==> src/hw/ati_regs.svh <==
/*
 * Register offsets, field positions, reset values for the angular timer
 * interrupt logic. Assumes a 32-bit AHB-Lite slave, one register per word.
 */
`ifndef ATI_REGS_SVH
`define ATI_REGS_SVH

`define ATI_OFF_EVT_EN 8'h00
`define ATI_OFF_EVT_FLAG 8'h04
`define ATI_OFF_CC_EN 8'h08
`define ATI_OFF_CC_FLAG 8'h0c
`define ATI_OFF_SUMMARY 8'h10
`define ATI_OFF_PERIPH_EN 8'h14
`define ATI_OFF_MODE 8'h18
`define ATI_OFF_CMP1 8'h20
`define ATI_OFF_CMP2 8'h24
`define ATI_OFF_CMP3 8'h28
`define ATI_OFF_CAP1 8'h30
`define ATI_OFF_CAP2 8'h34
`define ATI_OFF_CAP3 8'h38

`define ATI_BIT_PERIOD 0
`define ATI_BIT_PHASE 1
`define ATI_BIT_MISSING 2
`define ATI_BIT_SUMMARY 0
`define ATI_BIT_MULTI 0
`define ATI_BIT_CCMODE 4

`define ATI_EVT_W 3
`define ATI_CC_N 3
`define ATI_RST_EN 3'h0
`define ATI_RST_MODE 32'h0000_0000

`endif

==> src/hw/ati_pkg.sv <==
/*
 * Types shared by the angular timer interrupt logic.
 * Assumes ati_regs.svh carries the register offsets, field positions and enable and mode reset values.
 */
package ati_pkg;
  typedef enum logic {
    ATI_SINGLE_PULSE = 1'b0,
    ATI_MULTI_PULSE = 1'b1
  } ati_pulse_mode_type;

  typedef enum logic {
    ATI_CC_COMPARE = 1'b0,
    ATI_CC_CAPTURE = 1'b1
  } ati_cc_mode_type;
endpackage : ati_pkg

==> src/hw/ati_evt_if.sv <==
/*
 * One-cycle event pulses from the event generator to the flag logic.
 * Assumes both ends run on the same clock.
 */
`timescale 1ns/100ps
`default_nettype none
interface ati_evt_if;
  logic period_evt;
  logic phase_evt;
  logic missing_evt;
  logic [2:0] cc_evt;
  modport src (output period_evt, output phase_evt, output missing_evt, output cc_evt);
  modport dst (input period_evt, input phase_evt, input missing_evt, input cc_evt);
endinterface : ati_evt_if
`default_nettype wire

==> src/hw/ati_flag_bank.sv <==
/*
 * Sticky flag group with write-one-to-clear and per-bit enables.
 * Assumes set and clear are single-cycle strobes on hclk.
 */
`timescale 1ns/100ps
`default_nettype none
module ati_flag_bank #(
  parameter int WIDTH = 3
) (
  input wire logic hclk,
  input wire logic hresetn,
  input wire logic [WIDTH-1:0] set,
  input wire logic [WIDTH-1:0] clr,
  input wire logic [WIDTH-1:0] enable,
  output logic [WIDTH-1:0] flags,
  output logic pending
);
  import ati_pkg::*;

  logic [WIDTH-1:0] flag_q;
  logic [WIDTH-1:0] flag_d;

  if (WIDTH < 1 || WIDTH > 32) begin : g_bad
    $error("ati_flag_bank: WIDTH out of range");
  end

  // Set beats clear so an event in the clearing cycle survives
  assign flag_d = (flag_q & ~clr) | set;

  always_ff @(posedge hclk or negedge hresetn) begin
    if (!hresetn) begin
      flag_q <= '0;
    end else begin
      flag_q <= flag_d;
    end
  end

  assign flags = flag_q;
  assign pending = |(flag_q & enable);
endmodule : ati_flag_bank
`default_nettype wire

==> src/hw/ati_event_gen.sv <==
/*
 * Turns timer strobes into interrupt events: period, phase, missing
 * pulse, and capture/compare per channel. Assumes strobe inputs are
 * one-cycle pulses synchronous to hclk.
 */
`timescale 1ns/100ps
`default_nettype none
module ati_event_gen #(
  parameter int PHASE_W = 16
) (
  input wire logic hclk,
  input wire logic hresetn,
  input wire ati_pkg::ati_pulse_mode_type pulse_mode,
  input wire logic [2:0] cc_capture,
  input wire logic [3*PHASE_W-1:0] cmp_vals,
  input wire logic in_edge,
  input wire logic missed_pulse,
  input wire logic phase_clk,
  input wire logic [PHASE_W-1:0] phase_count,
  input wire logic [2:0] capture_sig,
  output logic [3*PHASE_W-1:0] cap_vals,
  output logic period_clk_out,
  ati_evt_if.src evt
);
  import ati_pkg::*;

  logic miss_pend_q;
  logic period_q;
  logic phase_q;
  logic missing_q;
  logic period_hit;

  if (PHASE_W < 1 || PHASE_W > 32) begin : g_bad
    $error("ati_event_gen: PHASE_W out of range");
  end

  // Multi-pulse: only the edge after a missed pulse counts
  assign period_hit = in_edge &&
    (pulse_mode == ATI_SINGLE_PULSE || miss_pend_q);

  always_ff @(posedge hclk or negedge hresetn) begin
    if (!hresetn) begin
      miss_pend_q <= 1'b0;
    end else if (missed_pulse) begin
      miss_pend_q <= 1'b1;
    end else if (in_edge) begin
      miss_pend_q <= 1'b0;
    end
  end

  always_ff @(posedge hclk or negedge hresetn) begin
    if (!hresetn) begin
      period_q <= 1'b0;
      phase_q <= 1'b0;
      missing_q <= 1'b0;
    end else begin
      period_q <= period_hit;
      phase_q <= phase_clk;
      missing_q <= missed_pulse;
    end
  end

  // Period clock pulse and period event come from one flop
  assign period_clk_out = period_q;
  assign evt.period_evt = period_q;
  assign evt.phase_evt = phase_q;
  assign evt.missing_evt = missing_q;

  for (genvar i = 0; i < 3; i++) begin : g_ch
    logic [PHASE_W-1:0] cap_q;
    logic done_q;
    logic match_q;
    logic match;
    assign match = (phase_count == cmp_vals[i*PHASE_W +: PHASE_W]);
    always_ff @(posedge hclk or negedge hresetn) begin
      if (!hresetn) begin
        cap_q <= '0;
        done_q <= 1'b0;
        match_q <= 1'b0;
      end else begin
        match_q <= match;
        if (cc_capture[i] && capture_sig[i]) begin
          cap_q <= phase_count;
        end
        // Flag on the same edge as the latch, so the value is already there
        if (cc_capture[i]) begin
          done_q <= capture_sig[i];
        end else begin
          // Rising match only; a stalled counter would refire forever
          done_q <= match && !match_q;
        end
      end
    end
    assign cap_vals[i*PHASE_W +: PHASE_W] = cap_q;
    assign evt.cc_evt[i] = done_q;
  end
endmodule : ati_event_gen
`default_nettype wire

==> src/hw/ati_top.sv <==
/*
 * Angular timer interrupt logic: two enable/flag pairs, summary flag,
 * AHB-Lite register slave and level interrupt output.
 * Assumes a single AHB-Lite master and timer strobes on hclk.
 */
`timescale 1ns/100ps
`default_nettype none
`include "ati_regs.svh"
module ati_top #(
  parameter int PHASE_W = 16
) (
  input wire logic hclk,
  input wire logic hresetn,
  input wire logic hsel,
  input wire logic [31:0] haddr,
  input wire logic [1:0] htrans,
  input wire logic hwrite,
  input wire logic [2:0] hsize,
  input wire logic [31:0] hwdata,
  input wire logic hready,
  output logic [31:0] hrdata,
  output logic hreadyout,
  output logic hresp,
  input wire logic in_edge,
  input wire logic missed_pulse,
  input wire logic phase_clk,
  input wire logic [PHASE_W-1:0] phase_count,
  input wire logic [2:0] capture_sig,
  output logic period_clk_out,
  output logic irq
);
  import ati_pkg::*;

  logic wr_pend_q;
  logic rd_pend_q;
  logic [7:0] addr_q;
  logic [31:0] hrdata_q;
  logic hreadyout_q;
  logic irq_q;
  logic [`ATI_EVT_W-1:0] evt_en_q;
  logic [`ATI_CC_N-1:0] cc_en_q;
  logic periph_en_q;
  logic [31:0] mode_q;
  logic [3*PHASE_W-1:0] cmp_q;
  logic [3*PHASE_W-1:0] cap_vals;
  logic [`ATI_EVT_W-1:0] evt_flags;
  logic [`ATI_CC_N-1:0] cc_flags;
  logic [`ATI_EVT_W-1:0] evt_set;
  logic [`ATI_EVT_W-1:0] evt_clr;
  logic [`ATI_CC_N-1:0] cc_clr;
  logic evt_pending;
  logic cc_pending;
  logic summary_flag;
  logic accept;
  logic wr_now;
  logic [31:0] rd_mux;
  ati_pulse_mode_type pulse_mode;

  ati_evt_if evt_bus ();

  if (PHASE_W < 1 || PHASE_W > 32) begin : g_bad
    $error("ati_top: PHASE_W out of range");
  end

  // AHB-Lite address phase
  assign accept = hsel && htrans[1] && hready;
  assign wr_now = wr_pend_q;

  always_ff @(posedge hclk or negedge hresetn) begin
    if (!hresetn) begin
      wr_pend_q <= 1'b0;
      rd_pend_q <= 1'b0;
      addr_q <= 8'h00;
    end else begin
      wr_pend_q <= accept && hwrite;
      rd_pend_q <= accept && !hwrite;
      if (accept) begin
        addr_q <= {haddr[7:2], 2'b00};
      end
    end
  end

  // One wait state on reads so a write just before is visible
  always_ff @(posedge hclk or negedge hresetn) begin
    if (!hresetn) begin
      hreadyout_q <= 1'b1;
      hrdata_q <= 32'h0000_0000;
    end else begin
      if (accept && !hwrite) begin
        hreadyout_q <= 1'b0;
      end else begin
        hreadyout_q <= 1'b1;
      end
      if (rd_pend_q) begin
        hrdata_q <= rd_mux;
      end
    end
  end

  assign hrdata = hrdata_q;
  assign hreadyout = hreadyout_q;
  assign hresp = 1'b0;

  always_comb begin
    rd_mux = 32'h0000_0000;
    case (addr_q)
      `ATI_OFF_EVT_EN: rd_mux[`ATI_EVT_W-1:0] = evt_en_q;
      `ATI_OFF_EVT_FLAG: rd_mux[`ATI_EVT_W-1:0] = evt_flags;
      `ATI_OFF_CC_EN: rd_mux[`ATI_CC_N-1:0] = cc_en_q;
      `ATI_OFF_CC_FLAG: rd_mux[`ATI_CC_N-1:0] = cc_flags;
      `ATI_OFF_SUMMARY: rd_mux[`ATI_BIT_SUMMARY] = summary_flag;
      `ATI_OFF_PERIPH_EN: rd_mux[0] = periph_en_q;
      `ATI_OFF_MODE: rd_mux = mode_q;
      `ATI_OFF_CMP1: rd_mux[PHASE_W-1:0] = cmp_q[0 +: PHASE_W];
      `ATI_OFF_CMP2: rd_mux[PHASE_W-1:0] = cmp_q[PHASE_W +: PHASE_W];
      `ATI_OFF_CMP3: rd_mux[PHASE_W-1:0] = cmp_q[2*PHASE_W +: PHASE_W];
      `ATI_OFF_CAP1: rd_mux[PHASE_W-1:0] = cap_vals[0 +: PHASE_W];
      `ATI_OFF_CAP2: rd_mux[PHASE_W-1:0] = cap_vals[PHASE_W +: PHASE_W];
      `ATI_OFF_CAP3: rd_mux[PHASE_W-1:0] = cap_vals[2*PHASE_W +: PHASE_W];
      default: rd_mux = 32'h0000_0000;
    endcase
  end

  // Enable registers; the summary offset has no write path at all
  always_ff @(posedge hclk or negedge hresetn) begin
    if (!hresetn) begin
      evt_en_q <= `ATI_RST_EN;
      cc_en_q <= `ATI_RST_EN;
      periph_en_q <= 1'b0;
    end else if (wr_now) begin
      case (addr_q)
        `ATI_OFF_EVT_EN: evt_en_q <= hwdata[`ATI_EVT_W-1:0];
        `ATI_OFF_CC_EN: cc_en_q <= hwdata[`ATI_CC_N-1:0];
        `ATI_OFF_PERIPH_EN: periph_en_q <= hwdata[0];
        default: periph_en_q <= periph_en_q;
      endcase
    end
  end

  always_ff @(posedge hclk or negedge hresetn) begin
    if (!hresetn) begin
      mode_q <= `ATI_RST_MODE;
      cmp_q <= '0;
    end else if (wr_now) begin
      case (addr_q)
        `ATI_OFF_MODE: mode_q <= hwdata & 32'h0000_0071;
        `ATI_OFF_CMP1: cmp_q[0 +: PHASE_W] <= hwdata[PHASE_W-1:0];
        `ATI_OFF_CMP2: cmp_q[PHASE_W +: PHASE_W] <= hwdata[PHASE_W-1:0];
        `ATI_OFF_CMP3: cmp_q[2*PHASE_W +: PHASE_W] <= hwdata[PHASE_W-1:0];
        default: cmp_q <= cmp_q;
      endcase
    end
  end

  assign pulse_mode = ati_pulse_mode_type'(mode_q[`ATI_BIT_MULTI]);

  ati_event_gen #(
    .PHASE_W(PHASE_W)
  ) u_evt (
    .hclk(hclk),
    .hresetn(hresetn),
    .pulse_mode(pulse_mode),
    .cc_capture(mode_q[`ATI_BIT_CCMODE +: 3]),
    .cmp_vals(cmp_q),
    .in_edge(in_edge),
    .missed_pulse(missed_pulse),
    .phase_clk(phase_clk),
    .phase_count(phase_count),
    .capture_sig(capture_sig),
    .cap_vals(cap_vals),
    .period_clk_out(period_clk_out),
    .evt(evt_bus.src)
  );

  always_comb begin
    evt_set = '0;
    evt_set[`ATI_BIT_PERIOD] = evt_bus.period_evt;
    evt_set[`ATI_BIT_PHASE] = evt_bus.phase_evt;
    evt_set[`ATI_BIT_MISSING] = evt_bus.missing_evt;
  end

  // Write one to clear
  assign evt_clr = (wr_now && addr_q == `ATI_OFF_EVT_FLAG) ?
    hwdata[`ATI_EVT_W-1:0] : '0;
  assign cc_clr = (wr_now && addr_q == `ATI_OFF_CC_FLAG) ?
    hwdata[`ATI_CC_N-1:0] : '0;

  ati_flag_bank #(
    .WIDTH(`ATI_EVT_W)
  ) u_evt_flags (
    .hclk(hclk),
    .hresetn(hresetn),
    .set(evt_set),
    .clr(evt_clr),
    .enable(evt_en_q),
    .flags(evt_flags),
    .pending(evt_pending)
  );

  ati_flag_bank #(
    .WIDTH(`ATI_CC_N)
  ) u_cc_flags (
    .hclk(hclk),
    .hresetn(hresetn),
    .set(evt_bus.cc_evt),
    .clr(cc_clr),
    .enable(cc_en_q),
    .flags(cc_flags),
    .pending(cc_pending)
  );

  // Summary is derived, never stored, so software cannot desync it
  assign summary_flag = evt_pending || cc_pending;

  always_ff @(posedge hclk or negedge hresetn) begin
    if (!hresetn) begin
      irq_q <= 1'b0;
    end else begin
      irq_q <= summary_flag && periph_en_q;
    end
  end

  assign irq = irq_q;
endmodule : ati_top
`default_nettype wire

==> config.mk <==
export PLATFORM = sky130hd
export DESIGN_NAME = ati_top
export DESIGN_NICKNAME = d
export VERILOG_FILES = /design/src/hw/ati_pkg.sv /design/src/hw/ati_evt_if.sv /design/src/hw/ati_flag_bank.sv /design/src/hw/ati_event_gen.sv /design/src/hw/ati_top.sv
export VERILOG_INCLUDE_DIRS = /design/src /design/src/hw
export SDC_FILE = /design/constraint.sdc
export NUM_CORES = 1
export LEC_CHECK = 0
export BUFFER_PORTS_ARGS = -buffer_cell sky130_fd_sc_hd__buf_2
export CAP_MARGIN = 10
export CORE_UTILIZATION = 30
export CTS_CLUSTER_DIAMETER = 40
export CTS_CLUSTER_SIZE = 20
export DETAILED_ROUTE_END_ITERATION = 8
export PLACE_DENSITY = 0.57
export REMOVE_ABC_BUFFERS = 1
export SLEW_MARGIN = 20
export SYNTH_ARGS = -nofsm -noshare
export SYNTH_HDL_FRONTEND = slang
export SYNTH_SLANG_ARGS = --single-unit
export TNS_END_PERCENT = 10
==> constraint.sdc <==
create_clock -name hclk -period 2.51 [get_ports hclk]
set_input_delay 0.251 -clock hclk [delete_from_list [all_inputs] [get_ports hclk]]
set_output_delay 0.251 -clock hclk [all_outputs]
set_load 0.02 [all_outputs]
# Word level (Yosys, flattened, before mapping)
# Cells that the tools add are included.
# Widths: inputs -> output; s select.
[op_classes]
mux = 11
reduce_logical = 31
n_bitwise = 9
n_eq_ne = 15
[op_table]
columns = ["operator", "count"]
rows = [
  ["$pmux 13 s7", 1],
  ["$eq 16x16->1", 3],
  ["$eq 6x4->1 const B", 6],
  ["$pmux 2 s10", 1],
  ["$eq 6x3->1 const B", 3],
  ["$logic_and 1x1->1", 14],
  ["$reduce_and 2->1", 7],
  ["$pmux 1 s13", 1],
  ["$and 3x3->3", 4],
  ["$eq 6x2->1 const B", 2],
  ["$logic_not 8->1", 1],
  ["$eq 6x1->1 const B", 1],
  ["$mux 1", 6],
  ["$mux 3", 2],
  ["$not 3->3", 2],
  ["$or 3x3->3", 2],
  ["$reduce_or 3->1", 2],
  ["$logic_not 1->1", 4],
  ["$logic_or 1x1->1", 2],
  ["$reduce_bool 2->1", 1],
  ["$not 1->1", 1],
]
[totals]
input_bits = 96
ff_bits = 149
wordCells = 94

# Logic depth before layout (Yosys ltp)
[depth]
word_depth = 6
mapped_depth = 7

# Modules after synthesis
# Synthesis repeated with hierarchy kept, for this count alone.
[unflattened]
cells_unflattened = 583
area_unflattened_um2 = 7257.0
[by_module_without_submodules]
columns = ["mod", "area_each_um2", "seq_area_each_um2", "n_inst", "cells_each"]
rows = [
  ["ati_top", 4265.3, 2128.3, 1, 357],
  ["ati_event_gen", 2746.4, 1451.4, 1, 204],
  ["ati_flag_bank", 122.6, 75.1, 2, 11],
]

# Least setup slack after synthesis
# No wires, ideal clock.
[synth_path]
path_kind = "flip-flop to flip-flop"
startpoint = "register addr_q[6]"
endpoint = "register cmp_q[38]"
setup_slack_ns = 0.667
period_less_slack_ns = 1.843
required_time_ns = 2.385
setup_time_ns = 0.125
t_arrival_ns = 1.718
path_buffers = 1
path_stages_with_launch = 6
cell_sequence = "dfrtp_1 -> nor2_1 -> nand3b_1 -> nor2_2 -> buf_4 -> mux2_2"
[synth_between]
elab_chain_cells = 2
[synth_rtl]
columns = ["item", "line_no", "text"]
rows = [
  ["start, declared", "ati_top.sv:36", "logic [7:0] addr_q;"],
  ["start signal, assigned", "ati_top.sv:78", "addr_q <= {haddr[7:2], 2'b00};"],
  ["$eq 6x4->1", "ati_top.sv:145", "case (addr_q)"],
  ["$reduce_and 2->1 (no source line)", "-", ""],
  ["end signal, assigned by index", "ati_top.sv:147", "`ATI_OFF_CMP1: cmp_q[0 +: PHASE_W] <= hwdata[PHASE_W-1:0];"],
  ["end signal, assigned by index", "ati_top.sv:148", "`ATI_OFF_CMP2: cmp_q[PHASE_W +: PHASE_W] <= hwdata[PHASE_W-1:0];"],
  ["end signal, assigned by index", "ati_top.sv:149", "`ATI_OFF_CMP3: cmp_q[2*PHASE_W +: PHASE_W] <= hwdata[PHASE_W-1:0];"],
  ["end, declared", "ati_top.sv:44", "logic [3*PHASE_W-1:0] cmp_q;"],
]
# Every way passes these cells.
# A chain may end at the register's enable or synchronous reset.

# Final worst setup path
[layout_path]
startpoint = "register addr_q[4]"
endpoint = "register mode_q[0]"
[layout_between]
elab_chain_cells = 2
[layout_rtl]
columns = ["item", "line_no", "text"]
rows = [
  ["$eq 6x3->1", "-", ""],
  ["$reduce_and 2->1 (no source line)", "-", ""],
  ["end signal, assigned", "ati_top.sv:142", "mode_q <= `ATI_RST_MODE;"],
  ["end signal, assigned", "ati_top.sv:146", "`ATI_OFF_MODE: mode_q <= hwdata & 32'h0000_0071;"],
  ["end, declared", "ati_top.sv:43", "logic [31:0] mode_q;"],
]
# Every way passes these cells.

==> impl_metrics.yaml <==
run_status:
  status: "finished clean"
synth:
  postSynth.asyncResetShare_pct: 100
  syn-cell-area_um2: 7320
  avgSynthCellArea_um2: 11.8
  synth_edf_count: 0
  yosys_warnings: 0
  synth_flop_cell: "dfrtp_1"
  yosysSeqAreaShare_pct: 51.0
  ys_ff_latch: 149
  yosysUniqueCellTypes: 47
  synthCells: 621
layout:
  fin_cells: 1022
  nets: 787
  fillerInstances: 2377
  drive_above_1_share_pct: 35.6
  fin_util_pct: 36.6
  syn_to_final_growth_pct: 18.6
  finalInstanceArea_um2: 8670
  diodes: 0
timing:
  relSlewSlack_pct: 57.9
  whs_ps: 17.4
  finalCritPeriodShare_pct: 82.7
  setup_viol: 0
  finalWorstSetupSlack_ps: 433
  worst_pin_slew_ps: 632
  rsz0062_at_grt: "no"
  period_needed_ps: 2080
  max_clock_freq_mhz: 481
  hold_viol: 0
  final.setup_skew_ps: 8.96
  tns_ps: 0
  slew_viol_final: 0
placed_design:
  gp_routability_congestion: 0.799
  io_buffers: 68
  pre_cts_ws_ps: 458
  dp_cells: 988
  hpwl_um: 12700
  dpl-instance-area_um2: 7990
clock_tree:
  clock_latency_ps: 430
  cts_buffer_depth: 2
  cts_root_buf: "clkbuf_16"
  cts_setup_buffers: 0
  clk_transition_reported_paths_ps: 60
  ctsResizeCount: 0
  htree_num_levels: 4
  cts_buffers: 17
  clock_sinks: 149
  tritoncts: "done"
  holdBufCountCts: 3
die:
  die_x_um: 158
  start_util_pct: 30.9
  core_um2: 23700
  row_count: 56
  die_h_um: 158
  die-area_um2: 25000
  ioPinCount: 132
critical_path:
  cp-start-kind: "flip-flop"
  path_buf_inv: 0
  path_cells: "or4b_4 -> nor2_1 -> mux2_2"
  worstRegToRegCells: 3
  critPathMaxStageDelay_ps: 560
  end_kind: "flip-flop"
  cp_num_cells: 3
  crit_slowest_cell: "dfrtp_1"
  crit_family: "simple AND/OR/NAND/NOR gates"
  path_class: "reg -> reg"
  cp_max_fo: 12
  critPathArrivalTime_ps: 2380
  critPathRequiredTime_ps: 2820
global_route:
  grt_pass1_wl_um: 29900
  antenna_found_initial: 0
  grt_pass1_vias: 5054
  grt_usage_pct: 16.3
  grt_max_degree: 66
  grt_overflow: 0
route:
  dr.first_iter.drc_count: 246
  route.detailed.drc: 0
  wl_per_cell_um: 18.2
  via_per_inst: 4.79
  antenna_left: 0
  vias: 4897
  routed_wl_um: 18600
  dr.pass1.iters: 4
pwr:
  ir_drop_v: 0.000453
  powerDensity_nw_per_um2: 844
  p_total_mw: 7.32
  cellLeakagePower_nw: 3.91
min_path:
  hold_class: "in -> reg"
  hold_path_depth: 2
job:
  max-cap-violations: 0
final timing paths:
kind / slack [ps] / startpoint / endpoint
worst max-delay path: 430 / addr_q[4]$_DFFE_PN0P_ / mode_q[0]$_DFFE_PN0P_
worst min-delay path: 20 / in_edge / u_evt.miss_pend_q$_DFFE_PN0P_
worst max register to register: 430 / addr_q[4]$_DFFE_PN0P_ / mode_q[0]$_DFFE_PN0P_
worst min register to register: 420 / u_evt.g_ch[1].done_q$_DFF_PN0_ / u_cc_flags.flags[1]$_DFF_PN0_
max in group asynchronous: 1420 / hresetn / u_evt.g_ch[1].cap_q[14]$_DFFE_PN0P_
min in group asynchronous: 400 / hresetn / addr_q[7]$_DFFE_PN0P_
cell usage after synthesis, types with 9 or more instances:
library cell    n  area (µm²)
inv_1          19        71.3
a22oi_1        14         105
nand3_1         9        45.0
dfrtp_1       148        3700
buf_4          20         150
o22ai_1        15        93.8
xnor2_1        48         420
mux2_2        118        1330
o21ai_0        30         150
mux2i_1        35         350
clkbuf_1       25        93.8
nand2_1        49         184
nor2_1         13        48.8
nand4_1        12        75.1
per-layer routing:
metal  GRT usage [%]  vias up  wire length (µm)
met5               0        -                 0
met4            4.72        0               259
met3            3.31       18               707
met2            25.9      104              8780
met1            22.2     2491              8800
li1                -     2284                 -
logic make-up after synthesis:
logic type             synth area share, %
multiplexers                          22.9
AND/OR/NAND/NOR                       7.18
XOR/XNOR                              5.75
other                               0.0513
flip-flops                            51.0
buffers and inverters                 5.61
AO/OA/AOI/OAI                         7.49
report_power, final:
| group | internal, mW | switching [mW] | leakage [nW] | total [mW] |
|---|---|---|---|---|
| clock network | 1.80 | 1.04 | 0.316 | 2.85 |
| registers | 2.84 | 0.291 | 1.95 | 3.13 |
| logic | 0.686 | 0.653 | 1.64 | 1.34 |
| total | 5.33 | 1.99 | 3.91 | 7.32 |
flip-flops by register name, summed over array words and instances, names as in the netlist, 3 cells and up:
| register | flops |
|---|---|
| addr_q | 6 |
| cc_en_q | 3 |
| cmp_q | 48 |
| evt_en_q | 3 |
| hrdata | 16 |
| mode_q | 4 |
| u_cc_flags.flags | 3 |
| u_evt.g_ch.cap_q | 48 |
| u_evt.g_ch.done_q | 3 |
| u_evt.g_ch.match_q | 3 |
| u_evt_flags.flags | 3 |
cell type report:
type | count | area (µm²) | share of cell area, %
flip-flops and latches | 149 | 3730 | 43.0
multi-input cells | 410 | 3240 | 37.3
repair buffers | 94 | 574 | 6.62
clock buffers | 18 | 439 | 5.06
well taps | 319 | 399 | 4.60
clock inverters | 13 | 220 | 2.54
inverters | 19 | 71.3 | 0.822
placed cells by master (no fill, tap or decap), drive strengths merged, types with 4 or more instances in the layout:
cell type,n
nor4,4
nand4,12
conb,17
xnor2,48
a21oi,7
mux2,118
buf,91
bufinv,5
nand2,50
mux2i,35
inv,23
a21o,6
a22oi,14
nor2,15
nand3,9
dfrtp,148
clkbuf,18
o22ai,15
o21ai,30
No activity file was read; power rests on OpenSTA's default activity.
